## src/hdl/hwps_pkg.sv

```systemverilog
// Package: constants for the hardware position switch
package hwps_pkg;
  // ==========================================================================
  // Register map (byte addresses)
  // ==========================================================================
  localparam logic [7:0] HWPS_CTRL_ADDR   = 8'h00;
  localparam logic [7:0] HWPS_START_ADDR  = 8'h04;
  localparam logic [7:0] HWPS_END_ADDR    = 8'h08;
  localparam logic [7:0] HWPS_AXTYPE_ADDR = 8'h0C;
  localparam logic [7:0] HWPS_STATUS_ADDR = 8'h10;
  localparam logic [7:0] HWPS_TWADDR_ADDR = 8'h14;
  localparam logic [7:0] HWPS_TWDATA_ADDR = 8'h18;
  localparam logic [7:0] HWPS_POS_ADDR    = 8'h1C;
  // ==========================================================================
  // Control fields
  // ==========================================================================
  localparam int HWPS_MODE_LSB   = 0;
  localparam int HWPS_DIR_BIT    = 4;
  localparam int HWPS_OPST_BIT   = 5;
  localparam logic [1:0] HWPS_MODE_DISABLE = 2'h0;
  localparam logic [1:0] HWPS_MODE_LOAD    = 2'h1;
  localparam logic [1:0] HWPS_MODE_CLEAR   = 2'h2;
  // ==========================================================================
  // Axis types, sizes, bus responses and sequencer states
  // ==========================================================================
  localparam logic [7:0] HWPS_AXTYPE_A = 8'h2B;
  localparam logic [7:0] HWPS_AXTYPE_B = 8'h2C;
  localparam logic [7:0] HWPS_AXTYPE_C = 8'h2D;
  localparam int HWPS_TBL_AW  = 6;
  localparam int HWPS_TBL_N   = 64;
  localparam int HWPS_Q_AW    = 6;
  localparam int HWPS_Q_N     = 64;
  localparam int HWPS_OUT_NUM = 8;
  localparam logic [1:0] HWPS_RESP_OKAY   = 2'h0;
  localparam logic [1:0] HWPS_RESP_SLVERR = 2'h2;
  typedef enum logic [1:0] {HWPS_IDLE, HWPS_LOAD, HWPS_RUN} hwps_state_t;
endpackage

```

## src/hdl/hwps_queue.sv

```systemverilog
// Position queue holding preset compare positions
`timescale 1ns/10ps
module hwps_queue
  import hwps_pkg::*;
(
  input  wire logic               clk,
  input  wire logic               reset,
  input  wire logic               clear,
  input  wire logic               push,
  input  wire logic signed [31:0] pushData,
  input  wire logic               pop,
  output logic signed [31:0]      headData,
  output logic                    empty,
  output logic                    full,
  output logic [HWPS_Q_AW:0]      count
);
  // ==========================================================================
  // Storage
  // ==========================================================================
  logic signed [31:0] mem [HWPS_Q_N];
  logic [HWPS_Q_AW-1:0] wrPtr_reg;
  logic [HWPS_Q_AW-1:0] rdPtr_reg;
  logic [HWPS_Q_AW:0]   count_reg;
  logic                 doPush;
  logic                 doPop;

  assign doPush   = push && !full && !clear;
  assign doPop    = pop && !empty && !clear;
  assign empty    = (count_reg == '0);
  assign full     = (count_reg == (HWPS_Q_AW+1)'(HWPS_Q_N));
  assign count    = count_reg;
  assign headData = mem[rdPtr_reg];

  always_ff @(posedge clk)
  begin
    if (doPush)
    begin
      mem[wrPtr_reg] <= pushData;
    end
  end

  // Clear empties the queue in one cycle
  always_ff @(posedge clk or posedge reset)
  begin
    if (reset)
    begin
      wrPtr_reg <= '0;
      rdPtr_reg <= '0;
      count_reg <= '0;
    end
    else if (clear)
    begin
      wrPtr_reg <= '0;
      rdPtr_reg <= '0;
      count_reg <= '0;
    end
    else
    begin
      if (doPush)
      begin
        wrPtr_reg <= wrPtr_reg + 1'b1;
      end
      if (doPop)
      begin
        rdPtr_reg <= rdPtr_reg + 1'b1;
      end
      count_reg <= count_reg + (HWPS_Q_AW+1)'(doPush) - (HWPS_Q_AW+1)'(doPop);
    end
  end
endmodule

```

## src/hdl/hwps_switch.sv

```systemverilog
// Hardware position switch for one axis with AXI4-Lite registers
// Operation
// - When enabled, output 8 of the axis is driven once the position reaches the queue head.
// - After the first reach, the output toggles when the next queued position is reached.
// - Load-and-enable copies table entries from start through end index into the queue.
// - The switch works only for axis type codes 43, 44 and 45.
// - Mode 0 disables, mode 1 enables and loads, mode 2 clears the queue.
// - Direction 0 compares on decreasing position, 1 on increasing position.
// - The first queued position drives the output to the commanded initial state.
// - Each later queued position toggles the output, up to the last entry.
// - Disable stops the switch but leaves the queue contents alone.
// - Clear empties the queue of all loaded entries.
//
// The AXI4-Lite register port and the placing of the registers were chosen for this implementation.
`timescale 1ns/10ps
module hwps_switch
  import hwps_pkg::*;
(
  input  wire logic               clk,
  input  wire logic               reset,
  input  wire logic signed [31:0] measuredPos,
  input  wire logic [7:0]         s_axi_awaddr,
  input  wire logic               s_axi_awvalid,
  output logic                    s_axi_awready,
  input  wire logic [31:0]        s_axi_wdata,
  input  wire logic [3:0]         s_axi_wstrb,
  input  wire logic               s_axi_wvalid,
  output logic                    s_axi_wready,
  output logic [1:0]              s_axi_bresp,
  output logic                    s_axi_bvalid,
  input  wire logic               s_axi_bready,
  input  wire logic [7:0]         s_axi_araddr,
  input  wire logic               s_axi_arvalid,
  output logic                    s_axi_arready,
  output logic [31:0]             s_axi_rdata,
  output logic [1:0]              s_axi_rresp,
  output logic                    s_axi_rvalid,
  input  wire logic               s_axi_rready,
  output logic                    switchOut
);
  // ==========================================================================
  // Decode helpers
  // ==========================================================================
  function automatic logic typeOk(input logic [7:0] code);
    typeOk = (code == HWPS_AXTYPE_A) || (code == HWPS_AXTYPE_B) || (code == HWPS_AXTYPE_C);
  endfunction

  function automatic logic [31:0] strbMerge(input logic [31:0] old,
                                            input logic [31:0] nw,
                                            input logic [3:0]  strb);
    logic [31:0] r;
    r = old;
    for (int i = 0; i < 4; i++)
    begin
      if (strb[i])
      begin
        r[i*8 +: 8] = nw[i*8 +: 8];
      end
    end
    strbMerge = r;
  endfunction

  // ==========================================================================
  // Registers
  // ==========================================================================
  logic                  dir_reg;
  logic                  opState_reg;
  logic                  enable_reg;
  logic [HWPS_TBL_AW-1:0] start_reg;
  logic [HWPS_TBL_AW-1:0] end_reg;
  logic [7:0]            axisType_reg;
  logic [HWPS_TBL_AW-1:0] twAddr_reg;
  logic signed [31:0]    table_mem [HWPS_TBL_N];
  logic                  firstDone_reg;
  logic                  badType_reg;
  hwps_state_t           state_reg;
  logic [HWPS_TBL_AW-1:0] loadIdx_reg;

  logic                  awHeld_reg;
  logic                  wHeld_reg;
  logic [7:0]            awAddr_reg;
  logic [31:0]           wData_reg;
  logic [3:0]            wStrb_reg;
  logic                  wrFire;
  logic                  cmdWrite;
  logic [1:0]            cmdMode;

  logic                  qClear;
  logic                  qPush;
  logic                  qPop;
  logic signed [31:0]    qHead;
  logic                  qEmpty;
  logic                  qFull;
  logic [HWPS_Q_AW:0]    qCount;
  logic                  reached;

  // ==========================================================================
  // AXI4-Lite write channel
  // ==========================================================================
  assign wrFire   = awHeld_reg && wHeld_reg && !s_axi_bvalid;
  assign cmdWrite = wrFire && (awAddr_reg == HWPS_CTRL_ADDR) && wStrb_reg[0];
  assign cmdMode  = wData_reg[HWPS_MODE_LSB +: 2];

  always_ff @(posedge clk or posedge reset)
  begin
    if (reset)
    begin
      awHeld_reg    <= 1'b0;
      wHeld_reg     <= 1'b0;
      awAddr_reg    <= '0;
      wData_reg     <= '0;
      wStrb_reg     <= '0;
      s_axi_awready <= 1'b0;
      s_axi_wready  <= 1'b0;
      s_axi_bvalid  <= 1'b0;
      s_axi_bresp   <= HWPS_RESP_OKAY;
    end
    else
    begin
      s_axi_awready <= !awHeld_reg && !s_axi_awready && s_axi_awvalid;
      s_axi_wready  <= !wHeld_reg && !s_axi_wready && s_axi_wvalid;
      if (s_axi_awvalid && s_axi_awready)
      begin
        awHeld_reg <= 1'b1;
        awAddr_reg <= s_axi_awaddr;
      end
      if (s_axi_wvalid && s_axi_wready)
      begin
        wHeld_reg <= 1'b1;
        wData_reg <= s_axi_wdata;
        wStrb_reg <= s_axi_wstrb;
      end
      if (wrFire)
      begin
        awHeld_reg   <= 1'b0;
        wHeld_reg    <= 1'b0;
        s_axi_bvalid <= 1'b1;
        s_axi_bresp  <= (awAddr_reg > HWPS_POS_ADDR || awAddr_reg[1:0] != 2'h0)
                        ? HWPS_RESP_SLVERR : HWPS_RESP_OKAY;
      end
      else if (s_axi_bvalid && s_axi_bready)
      begin
        s_axi_bvalid <= 1'b0;
      end
    end
  end

  // Configuration and table writes
  always_ff @(posedge clk or posedge reset)
  begin
    if (reset)
    begin
      start_reg    <= '0;
      end_reg      <= '0;
      axisType_reg <= '0;
      twAddr_reg   <= '0;
    end
    else if (wrFire)
    begin
      case (awAddr_reg)
        HWPS_START_ADDR:  start_reg    <= HWPS_TBL_AW'(strbMerge(32'(start_reg), wData_reg,
                                                                 wStrb_reg));
        HWPS_END_ADDR:    end_reg      <= HWPS_TBL_AW'(strbMerge(32'(end_reg), wData_reg,
                                                                 wStrb_reg));
        HWPS_AXTYPE_ADDR: axisType_reg <= 8'(strbMerge(32'(axisType_reg), wData_reg,
                                                       wStrb_reg));
        HWPS_TWADDR_ADDR: twAddr_reg   <= HWPS_TBL_AW'(strbMerge(32'(twAddr_reg), wData_reg,
                                                                 wStrb_reg));
        HWPS_TWDATA_ADDR: twAddr_reg   <= twAddr_reg + 1'b1;
        default:          twAddr_reg   <= twAddr_reg;
      endcase
    end
  end

  // Table memory, auto-increment writes
  always_ff @(posedge clk)
  begin
    if (wrFire && awAddr_reg == HWPS_TWDATA_ADDR)
    begin
      table_mem[twAddr_reg] <= strbMerge(table_mem[twAddr_reg], wData_reg, wStrb_reg);
    end
  end

  // ==========================================================================
  // Command handling and sequencing
  // ==========================================================================
  // Load only copies; the queue is not cleared first, so reruns need a clear
  assign qClear  = cmdWrite && cmdMode == HWPS_MODE_CLEAR;
  assign qPush   = state_reg == HWPS_LOAD && !qFull;
  assign reached = enable_reg && state_reg == HWPS_RUN && !qEmpty
                   && (dir_reg ? (measuredPos >= qHead) : (measuredPos <= qHead));
  assign qPop    = reached;

  always_ff @(posedge clk or posedge reset)
  begin
    if (reset)
    begin
      state_reg   <= HWPS_IDLE;
      enable_reg  <= 1'b0;
      dir_reg     <= 1'b0;
      opState_reg <= 1'b0;
      loadIdx_reg <= '0;
      badType_reg <= 1'b0;
    end
    else if (cmdWrite)
    begin
      case (cmdMode)
        HWPS_MODE_DISABLE:
        begin
          enable_reg <= 1'b0;
          state_reg  <= HWPS_IDLE;
        end
        HWPS_MODE_LOAD:
        begin
          // Unsupported axis types refuse the enable
          if (typeOk(axisType_reg))
          begin
            enable_reg  <= 1'b1;
            dir_reg     <= wData_reg[HWPS_DIR_BIT];
            opState_reg <= wData_reg[HWPS_OPST_BIT];
            loadIdx_reg <= start_reg;
            state_reg   <= HWPS_LOAD;
            badType_reg <= 1'b0;
          end
          else
          begin
            badType_reg <= 1'b1;
          end
        end
        default:
        begin
          state_reg <= state_reg;
        end
      endcase
    end
    else
    begin
      case (state_reg)
        HWPS_LOAD:
        begin
          if (qFull || loadIdx_reg == end_reg)
          begin
            state_reg <= HWPS_RUN;
          end
          else
          begin
            loadIdx_reg <= loadIdx_reg + 1'b1;
          end
        end
        HWPS_RUN:  state_reg <= HWPS_RUN;
        HWPS_IDLE: state_reg <= HWPS_IDLE;
        default:   state_reg <= HWPS_IDLE;
      endcase
    end
  end

  // ==========================================================================
  // Output drive
  // ==========================================================================
  always_ff @(posedge clk or posedge reset)
  begin
    if (reset)
    begin
      switchOut     <= 1'b0;
      firstDone_reg <= 1'b0;
    end
    else
    begin
      // A reach in the cycle of a reload still acts on the old sequence
      firstDone_reg <= (cmdWrite && cmdMode == HWPS_MODE_LOAD && typeOk(axisType_reg))
                       ? 1'b0 : (firstDone_reg || reached);
      if (reached && !firstDone_reg)
      begin
        switchOut <= opState_reg;
      end
      else if (reached)
      begin
        switchOut <= !switchOut;
      end
    end
  end

  // ==========================================================================
  // AXI4-Lite read channel
  // ==========================================================================
  always_ff @(posedge clk or posedge reset)
  begin
    if (reset)
    begin
      s_axi_arready <= 1'b0;
      s_axi_rvalid  <= 1'b0;
      s_axi_rdata   <= '0;
      s_axi_rresp   <= HWPS_RESP_OKAY;
    end
    else
    begin
      s_axi_arready <= !s_axi_rvalid && !s_axi_arready && s_axi_arvalid;
      if (s_axi_arvalid && s_axi_arready)
      begin
        s_axi_rvalid <= 1'b1;
        s_axi_rresp  <= HWPS_RESP_OKAY;
        case (s_axi_araddr)
          HWPS_CTRL_ADDR:   s_axi_rdata <= {26'h0, opState_reg, dir_reg, 3'h0, enable_reg};
          HWPS_START_ADDR:  s_axi_rdata <= 32'(start_reg);
          HWPS_END_ADDR:    s_axi_rdata <= 32'(end_reg);
          HWPS_AXTYPE_ADDR: s_axi_rdata <= 32'(axisType_reg);
          HWPS_STATUS_ADDR: s_axi_rdata <= {16'h0, 1'(state_reg == HWPS_LOAD), badType_reg,
                                            switchOut, enable_reg, 5'h0, qCount};
          HWPS_TWADDR_ADDR: s_axi_rdata <= 32'(twAddr_reg);
          HWPS_TWDATA_ADDR: s_axi_rdata <= table_mem[twAddr_reg];
          HWPS_POS_ADDR:    s_axi_rdata <= qEmpty ? 32'h0 : qHead;
          default:
          begin
            s_axi_rdata <= 32'h0;
            s_axi_rresp <= HWPS_RESP_SLVERR;
          end
        endcase
      end
      else if (s_axi_rvalid && s_axi_rready)
      begin
        s_axi_rvalid <= 1'b0;
      end
    end
  end

  // ==========================================================================
  // Queue
  // ==========================================================================
  hwps_queue u_queue (
    .clk      (clk),
    .reset    (reset),
    .clear    (qClear),
    .push     (qPush),
    .pushData (table_mem[loadIdx_reg]),
    .pop      (qPop),
    .headData (qHead),
    .empty    (qEmpty),
    .full     (qFull),
    .count    (qCount)
  );
endmodule

```

## config.mk

```make
export PLATFORM = sky130hd
export DESIGN_NAME = hwps_switch
export DESIGN_NICKNAME = d
export VERILOG_FILES = /design/src/hdl/hwps_pkg.sv /design/src/hdl/hwps_queue.sv /design/src/hdl/hwps_switch.sv
export SDC_FILE = /design/constraint.sdc
export NUM_CORES = 2
export LEC_CHECK = 0
export BUFFER_PORTS_ARGS = -buffer_cell sky130_fd_sc_hd__buf_2
export CELL_PAD_IN_SITES_DETAIL_PLACEMENT = 1
export CELL_PAD_IN_SITES_GLOBAL_PLACEMENT = 1
export CORE_MARGIN = 4
export CORE_UTILIZATION = 40
export CTS_BUF_LIST = sky130_fd_sc_hd__clkbuf_4 sky130_fd_sc_hd__clkbuf_8
export DETAILED_ROUTE_END_ITERATION = 12
export PLACE_DENSITY_LB_ADDON = 0.1
export SETUP_SLACK_MARGIN = 0.1
export SYNTH_ARGS = -nofsm -noshare
export SYNTH_HDL_FRONTEND = slang
export SYNTH_HIERARCHICAL = 1
export SYNTH_SLANG_ARGS = --single-unit
```

## constraint.sdc

```tcl
create_clock -name clk -period 13.7 [get_ports clk]
set_clock_uncertainty 0.05 [all_clocks]
set_input_delay 3.425 -clock clk [delete_from_list [all_inputs] [get_ports clk]]
set_output_delay 3.425 -clock clk [all_outputs]
set_load 0.005 [all_outputs]
```

* Word-level counts from Yosys, hierarchy flattened
Memories as Yosys holds them, arrays and structs flattened. Cells that the tools add are included.
Storage, ports and cells: output and inout bits 42, word-level logic and storage cells 186, latch bits 0, bits in registers 146, memories kept 2, memory bits (read-only) 0, RAM bits 4096, input port bits 91
Memory list:
- table_mem | words 64, bits a word 32, rd ports 2, clocked after Yosys merged registers in 0, wr ports 1, line hwps_switch.sv:73 | logic signed [31:0] table_mem [HWPS_TBL_N];
- u_queue.mem | words 64, bits a word 32, rd ports 1, clocked after Yosys merged registers in 0, wr ports 1, line hwps_queue.sv:20 | logic signed [31:0] mem [HWPS_Q_N];
Cells by class: divide/modulo/power cells 0, $lt $le $gt $ge 3, multiply operators 0, multiplexer cells 48, equality and inequality tests 29, shift-type cells 0, add/subtract/negate cells 6, bitwise gates (word level) 0, reductions and logical operators 70
Operators with widths (count):
- $pmux 32 s8 | 1
- $mux 8 | 8
- $mux 6 | 10
- $eq 8x5->1 const B | 6
- $eq 8x4->1 const B | 4
- $ge 32x32->1 | 1
- $le 32x32->1 | 1
- $mux 32 | 1
- $logic_and 1x1->1 | 28
- $add 6x1->6 const B | 4
- $eq 8x6->1 const B | 3
- $reduce_bool 2->1 | 11
- $reduce_and 3->1 | 7
- $mux 1 | 18
- $eq 8x3->1 const B | 2
- $logic_not 8->1 | 2
- $logic_not 1->1 | 12
- $pmux 6 s2 | 1
- $mux 2 | 5
- $gt 8x5->1 const B | 1
- $pmux 2 s2 | 2
- $reduce_or 8->1 | 1
- $add 7x1->7 | 1
- $eq 7x7->1 const B | 1
- other kinds (16) | 25

* Logic depth before layout (Yosys ltp)
depth after elaboration 10, depth in mapped cells 34

* By module
Netlist, hierarchy kept.
By module, submodules not included:
- hwps_switch | sequential area each 64627.0 um2, times used 1, cells each 5341, area an instance 96169.7 um2
- hwps_queue | sequential area each 61974.4 um2, times used 1, cells each 3600, area an instance 79317.3 um2

* Least setup slack after synthesis
No wires, ideal clock.
kind input-to-reg, from input measuredPos[1], to register u_queue.count_reg[6], in the netlist u_queue/count[6], setup time 0.136 ns, data required time 13.514 ns, stages 21, path slack 6.543 ns, arrival 6.971 ns, cell sequence ha_1 -> nor2b_1 -> o211ai_1 -> a2111o_1 -> o211ai_1 -> a21oi_1 -> xnor2_1 -> a21boi_0 -> a21boi_1 -> nor2b_1 -> ha_1 -> inv_1 -> ha_1 -> inv_1 -> fa_1 -> nand2b_1 -> a21oi_1 -> o21ai_0 -> a21oi_1 -> or3_1 -> a21oi_1
On the way: longest elaborated chain between the ends 7, elaborated cells between the ends (all ways) 8, those cells by class 1 x add/sub; 2 x order compare; 2 x mux; 3 x reduce/logical
RTL lines:
- from (decl) | line hwps_switch.sv:21 | input wire logic signed [31:0] measuredPos,
- $le 32x32->1 or $ge 32x32->1 (tied branches) | line hwps_switch.sv:191 | && (dir_reg ? (measuredPos >= qHead) : (measuredPos <= qHead));
- $mux 1 (*) | line hwps_switch.sv:191
- $logic_and 1x1->1 (*) | line hwps_switch.sv:191
- named net qPop | line hwps_switch.sv:90 | logic qPop;
- $logic_and 1x1->1 (*) (2 in series) | line hwps_queue.sv:28 | assign doPop = pop && !empty && !clear;
- $sub 7x1->7 (*) | line hwps_queue.sv:67 | count_reg <= count_reg + (HWPS_Q_AW+1)'(doPush) - (HWPS_Q_AW+1)'(doPop);
- $mux 7 (*) | line hwps_queue.sv:51 | else if (clear)
- to (signal assigned) | line hwps_queue.sv:67
- to (decl) | line hwps_queue.sv:23 | logic [HWPS_Q_AW:0] count_reg;
Mark *: on every way through the listed nets, which the timed path passes. The rest lies on a longest branch. A chain may end at the register's enable or synchronous reset.

* Worst setup path in the final report
from register u_queue.rdPtr_reg[3], to register u_queue.count_reg[6], in the netlist u_queue/count[6]
On the way: longest elaborated chain between the ends 8, elaborated cells between the ends (all ways) 9, those cells by class 1 x add/sub; 2 x order compare; 2 x mux; 3 x reduce/logical; 1 x memory
RTL lines:
- from (decl) | line hwps_queue.sv:22 | logic [HWPS_Q_AW-1:0] rdPtr_reg;
- from (signal assigned) | line hwps_queue.sv:65 | rdPtr_reg <= rdPtr_reg + 1'b1;
- $mem_v2 64x32 (*)
- named net qHead[30] | line hwps_switch.sv:91 | logic signed [31:0] qHead;
- $le 32x32->1 or $ge 32x32->1 (tied branches) | line hwps_switch.sv:191
- $mux 1 (*) | line hwps_switch.sv:191
- $logic_and 1x1->1 (*) | line hwps_switch.sv:191
- named net qPop | line hwps_switch.sv:90
- $logic_and 1x1->1 (*) (2 in series) | line hwps_queue.sv:28
- $sub 7x1->7 (*) | line hwps_queue.sv:67
- $mux 7 (*) | line hwps_queue.sv:51
Marks and branches as above.

==> impl_metrics.json <==
{
  "cts.clk_slew.worst_paths_ns": 0.06,
  "clock_sinks": 4240,
  "status": "finished clean",
  "grt_use_total": 0.296,
  "synth_simple_gate_area_frac": 0.0208,
  "holdBufCountCts": 0,
  "yosysSeqAreaShare": 0.721,
  "p_clk_frac": 0.334,
  "largestRegisters": "table_mem: 2048 flops, u_queue/mem: 2048 flops",
  "rsz0062_at_grt": "false",
  "synthTopCellsByArea": "edfxtp_1 70%, mux4_2 14%, a22oi_1 4.2%, dfrtp_1 2.1%, mux2i_1 1.4%",
  "r2r_end": "u_queue/count[6]",
  "critPathSlowestCell": "dfrtp_4",
  "cp.arrival_ns": 10.30,
  "multi_input_area_um2": 47100,
  "vias": 104876,
  "synth_seq_cells": 4240,
  "crit_required_ns": 14.80,
  "synth-edff-count": 4096,
  "slowest_delay_ns": 0.89,
  "nets": 9660,
  "reg2reg_slack_ns": 4.51,
  "gr-total-overflow": 0,
  "post-route-util": 0.456,
  "h-tree-depth": 6,
  "syn_area_per_cell_um2": 19.6,
  "cp-start-kind": "register",
  "clockBufferDepth": 4,
  "period_minus_slack_ns": 9.19,
  "drt-initial-drc-count": 13606,
  "path_class": "reg2reg",
  "r2r-start": "u_queue/rdPtr_reg[3]",
  "fmax_mhz": 109,
  "post_dp_cell_area_um2": 185000,
  "min_to": "s_axi_arready",
  "grt_pass1_vias": 108356,
  "final_layout_size_suffix_gt1_frac": 0.298,
  "worst_pin_slew_ns": 1.42,
  "drtPass1Iterations": 6,
  "final-setup-viol-count": 0,
  "grt_pass1_wl_um": 924000,
  "grt_max_degree": 113,
  "synth_compound_area_frac": 0.0731,
  "switching_share": 0.301,
  "start_util": 0.403,
  "register_area_um2": 127000,
  "post_cts_resized": 0,
  "cpMostUsedCell": "a21oi_1",
  "synth_top_area_share": 0.701,
  "synth_cells": 8941,
  "cts_tree": "yes",
  "vdd_drop_max_v": 0.000258,
  "syn2layout_area_growth_pct": 13.3,
  "yosysWarningCount": 6,
  "postCtsSetupBuffers": 0,
  "synth_flop_cell": "edfxtp_1",
  "synth_cell_type_count": 73,
  "cp-end-kind": "register",
  "hold_violations": 0,
  "die_y_um": 670,
  "seqPwrFrac": 0.497,
  "die-area_um2": 449000,
  "synth_top_family_by_area": "multiplexers",
  "clockRootBuffer": "clkbuf_8",
  "finalCritPeriodShare": 0.671,
  "slew_headroom": 0.0486,
  "crit_fanout": 39,
  "insertion_delay_ns": 1.30,
  "hold_start": "s_axi_rvalid",
  "min_path_type": "reg2reg",
  "cts_buffers": 719,
  "power_frac_comb": 0.169,
  "ant_nets": 0,
  "routedWlPerCell_um": 42.9,
  "worstRegToRegCells": 27,
  "yosys.area.top_type": "edfxtp_1",
  "tns_ns": 0,
  "cap_violations": 0,
  "synth.area.mux_share": 0.161,
  "synth_xor_area_frac": 0.00105,
  "drv_slew": 0,
  "switching_power_mw": 10.1,
  "ys_async_sr_fraction": 0.0340,
  "rows": 242,
  "internal-power_mw": 23.4,
  "fin_area_um2": 199000,
  "hold_path_depth": 1,
  "io_pins": 133,
  "synthAdderAreaFrac": 0.00347,
  "p_per_area_nw_per_um2": 168,
  "dp_hpwl_um": 383000,
  "post-route-drc-count": 0,
  "antenna_found_initial": 25,
  "p_leak_nw": 61.3,
  "fillers": 40234,
  "routabilityCongestion": 0.858,
  "routed_via_density": 6.62,
  "port_buffers": 130,
  "core_um2": 436000,
  "drt_wl_total_um": 679000,
  "synth_area_um2": 175000,
  "die_w_um": 670
}
## routing by layer
| layer | vias up | share of wire | GRT usage |
|---|---|---|---|
| met5 | - | 0.00010 | 0 |
| met4 | 10 | 0.058 | 0.148 |
| met3 | 1510 | 0.078 | 0.0513 |
| met2 | 6064 | 0.48 | 0.483 |
| met1 | 57426 | 0.38 | 0.383 |
| li1 | 39866 | - | - |
## power by group through the flow
stage	sequential (mW)	clock (mW)	combinational [mW]
6_report	16.6	11.2	5.65
3_3_place_gp	16.9	0	5.43
2_1_floorplan	16.9	0	2.45
3_5_place_dp	16.9	0	5.59
4_1_cts	16.6	11.4	5.59
5_1_grt	16.6	12.0	5.85
## area by class of cell
class,count,area share
Sequential cell,4240,0.637
Multi-Input combinational cell,3974,0.237
Clock buffer,961,0.0593
Tap cell,5734,0.0361
Timing Repair Buffer,502,0.0185
Clock inverter,335,0.00998
Inverter,84,0.00161
Antenna cell,23,0.000290
## cells by family (layout without fill, tap and decap cells)
family                   after synthesis  count (layout)
flip-flops                          4240            4240
multiplexers                        1435            1435
other                                  1              25
buffers and inverters                728            1882
adder cells (fa/ha/maj)               48              48
AND/OR/NAND/NOR                      712             712
XOR/XNOR                              21              21
AO/OA/AOI/OAI                       1756            1756
## cell usage after synthesis (all sizes together) (9+ instances only)
cell / number
a22oi: 986
a21oi: 182
nor3: 20
o21ai: 95
nand2: 126
clkbuf: 365
a31oi: 81
edfxtp: 4096
nor4: 28
nor2b: 17
mux2: 88
o22ai: 30
dfrtp: 144
o221ai: 61
o211ai: 10
xor2: 13
ha: 47
nor2: 197
nand2b: 9
a22o: 161
inv: 83
a211oi: 20
buf: 279
a221oi: 82
nand4: 210
nand3: 48
mux2i: 243
nor3b: 11
a221o: 9
mux4: 1104
## metrics by stage
| stage | setup slack (ns) | instances | hold WS, ns | total power [mW] |
|---|---|---|---|---|
| 4_1_cts | 4.63 | 15830 | 0.420 | 33.6 |
| 3_3_place_gp | 4.73 | 14533 | 0.401 | 22.3 |
| 2_1_floorplan | 6.54 | 8942 | 0.396 | 19.3 |
| 5_1_grt | 4.16 | 15837 | 0.438 | 34.5 |
| 6_report | 4.51 | 15853 | 0.419 | 33.4 |
| 3_5_place_dp | 4.74 | 14534 | 0.412 | 22.5 |
## worst max path at each step
stage                          from          endpoint  slack [ns]  cells past startpoint
2_1_floorplan        measuredPos[1]  u_queue/count[6]        6.54                     21
3_3_place_gp   u_queue/rdPtr_reg[2]  u_queue/count[6]        4.73                     31
3_5_place_dp   u_queue/rdPtr_reg[3]  u_queue/count[6]        4.74                     27
4_1_cts        u_queue/rdPtr_reg[3]  u_queue/count[6]        4.63                     27
5_1_grt        u_queue/rdPtr_reg[0]  u_queue/count[6]        4.16                     28
6_report       u_queue/rdPtr_reg[3]  u_queue/count[6]        4.51                     27
## layout by cell type (no fill, tap or decap), drive strengths merged, types with 9 or more instances in the layout
master and instances:
bufinv 12, mux4 1104, diode 23, mux2 88, o22ai 30, o21ai 95, clkbuf 961, nor2b 17
nor3b 11, ha 47, nand2 126, xor2 13, a221o 9, nor2 197, nand2b 9, o211ai 10
nand3 48, a31oi 81, a21oi 182, nor3 20, mux2i 243, nor4 28, inv 108, edfxtp 4096
clkinv 279, a22o 161, clkinvlp 20, a211oi 20, o221ai 61, nand4 210, dfrtp 144, a221oi 82
buf 502, a22oi 986
## worst max-delay path: cells and delay by family (launching register included)
family / cells / cell delay, ns
AO/OA/AOI/OAI: 10 / 2.77
flip-flops: 1 / 0.89
AND/OR/NAND/NOR: 7 / 2.24
XOR/XNOR: 1 / 0.17
adder cells (fa/ha/maj): 4 / 1.23
buffers and inverters: 5 / 1.61
No activity file was read; power rests on OpenSTA's default activity.
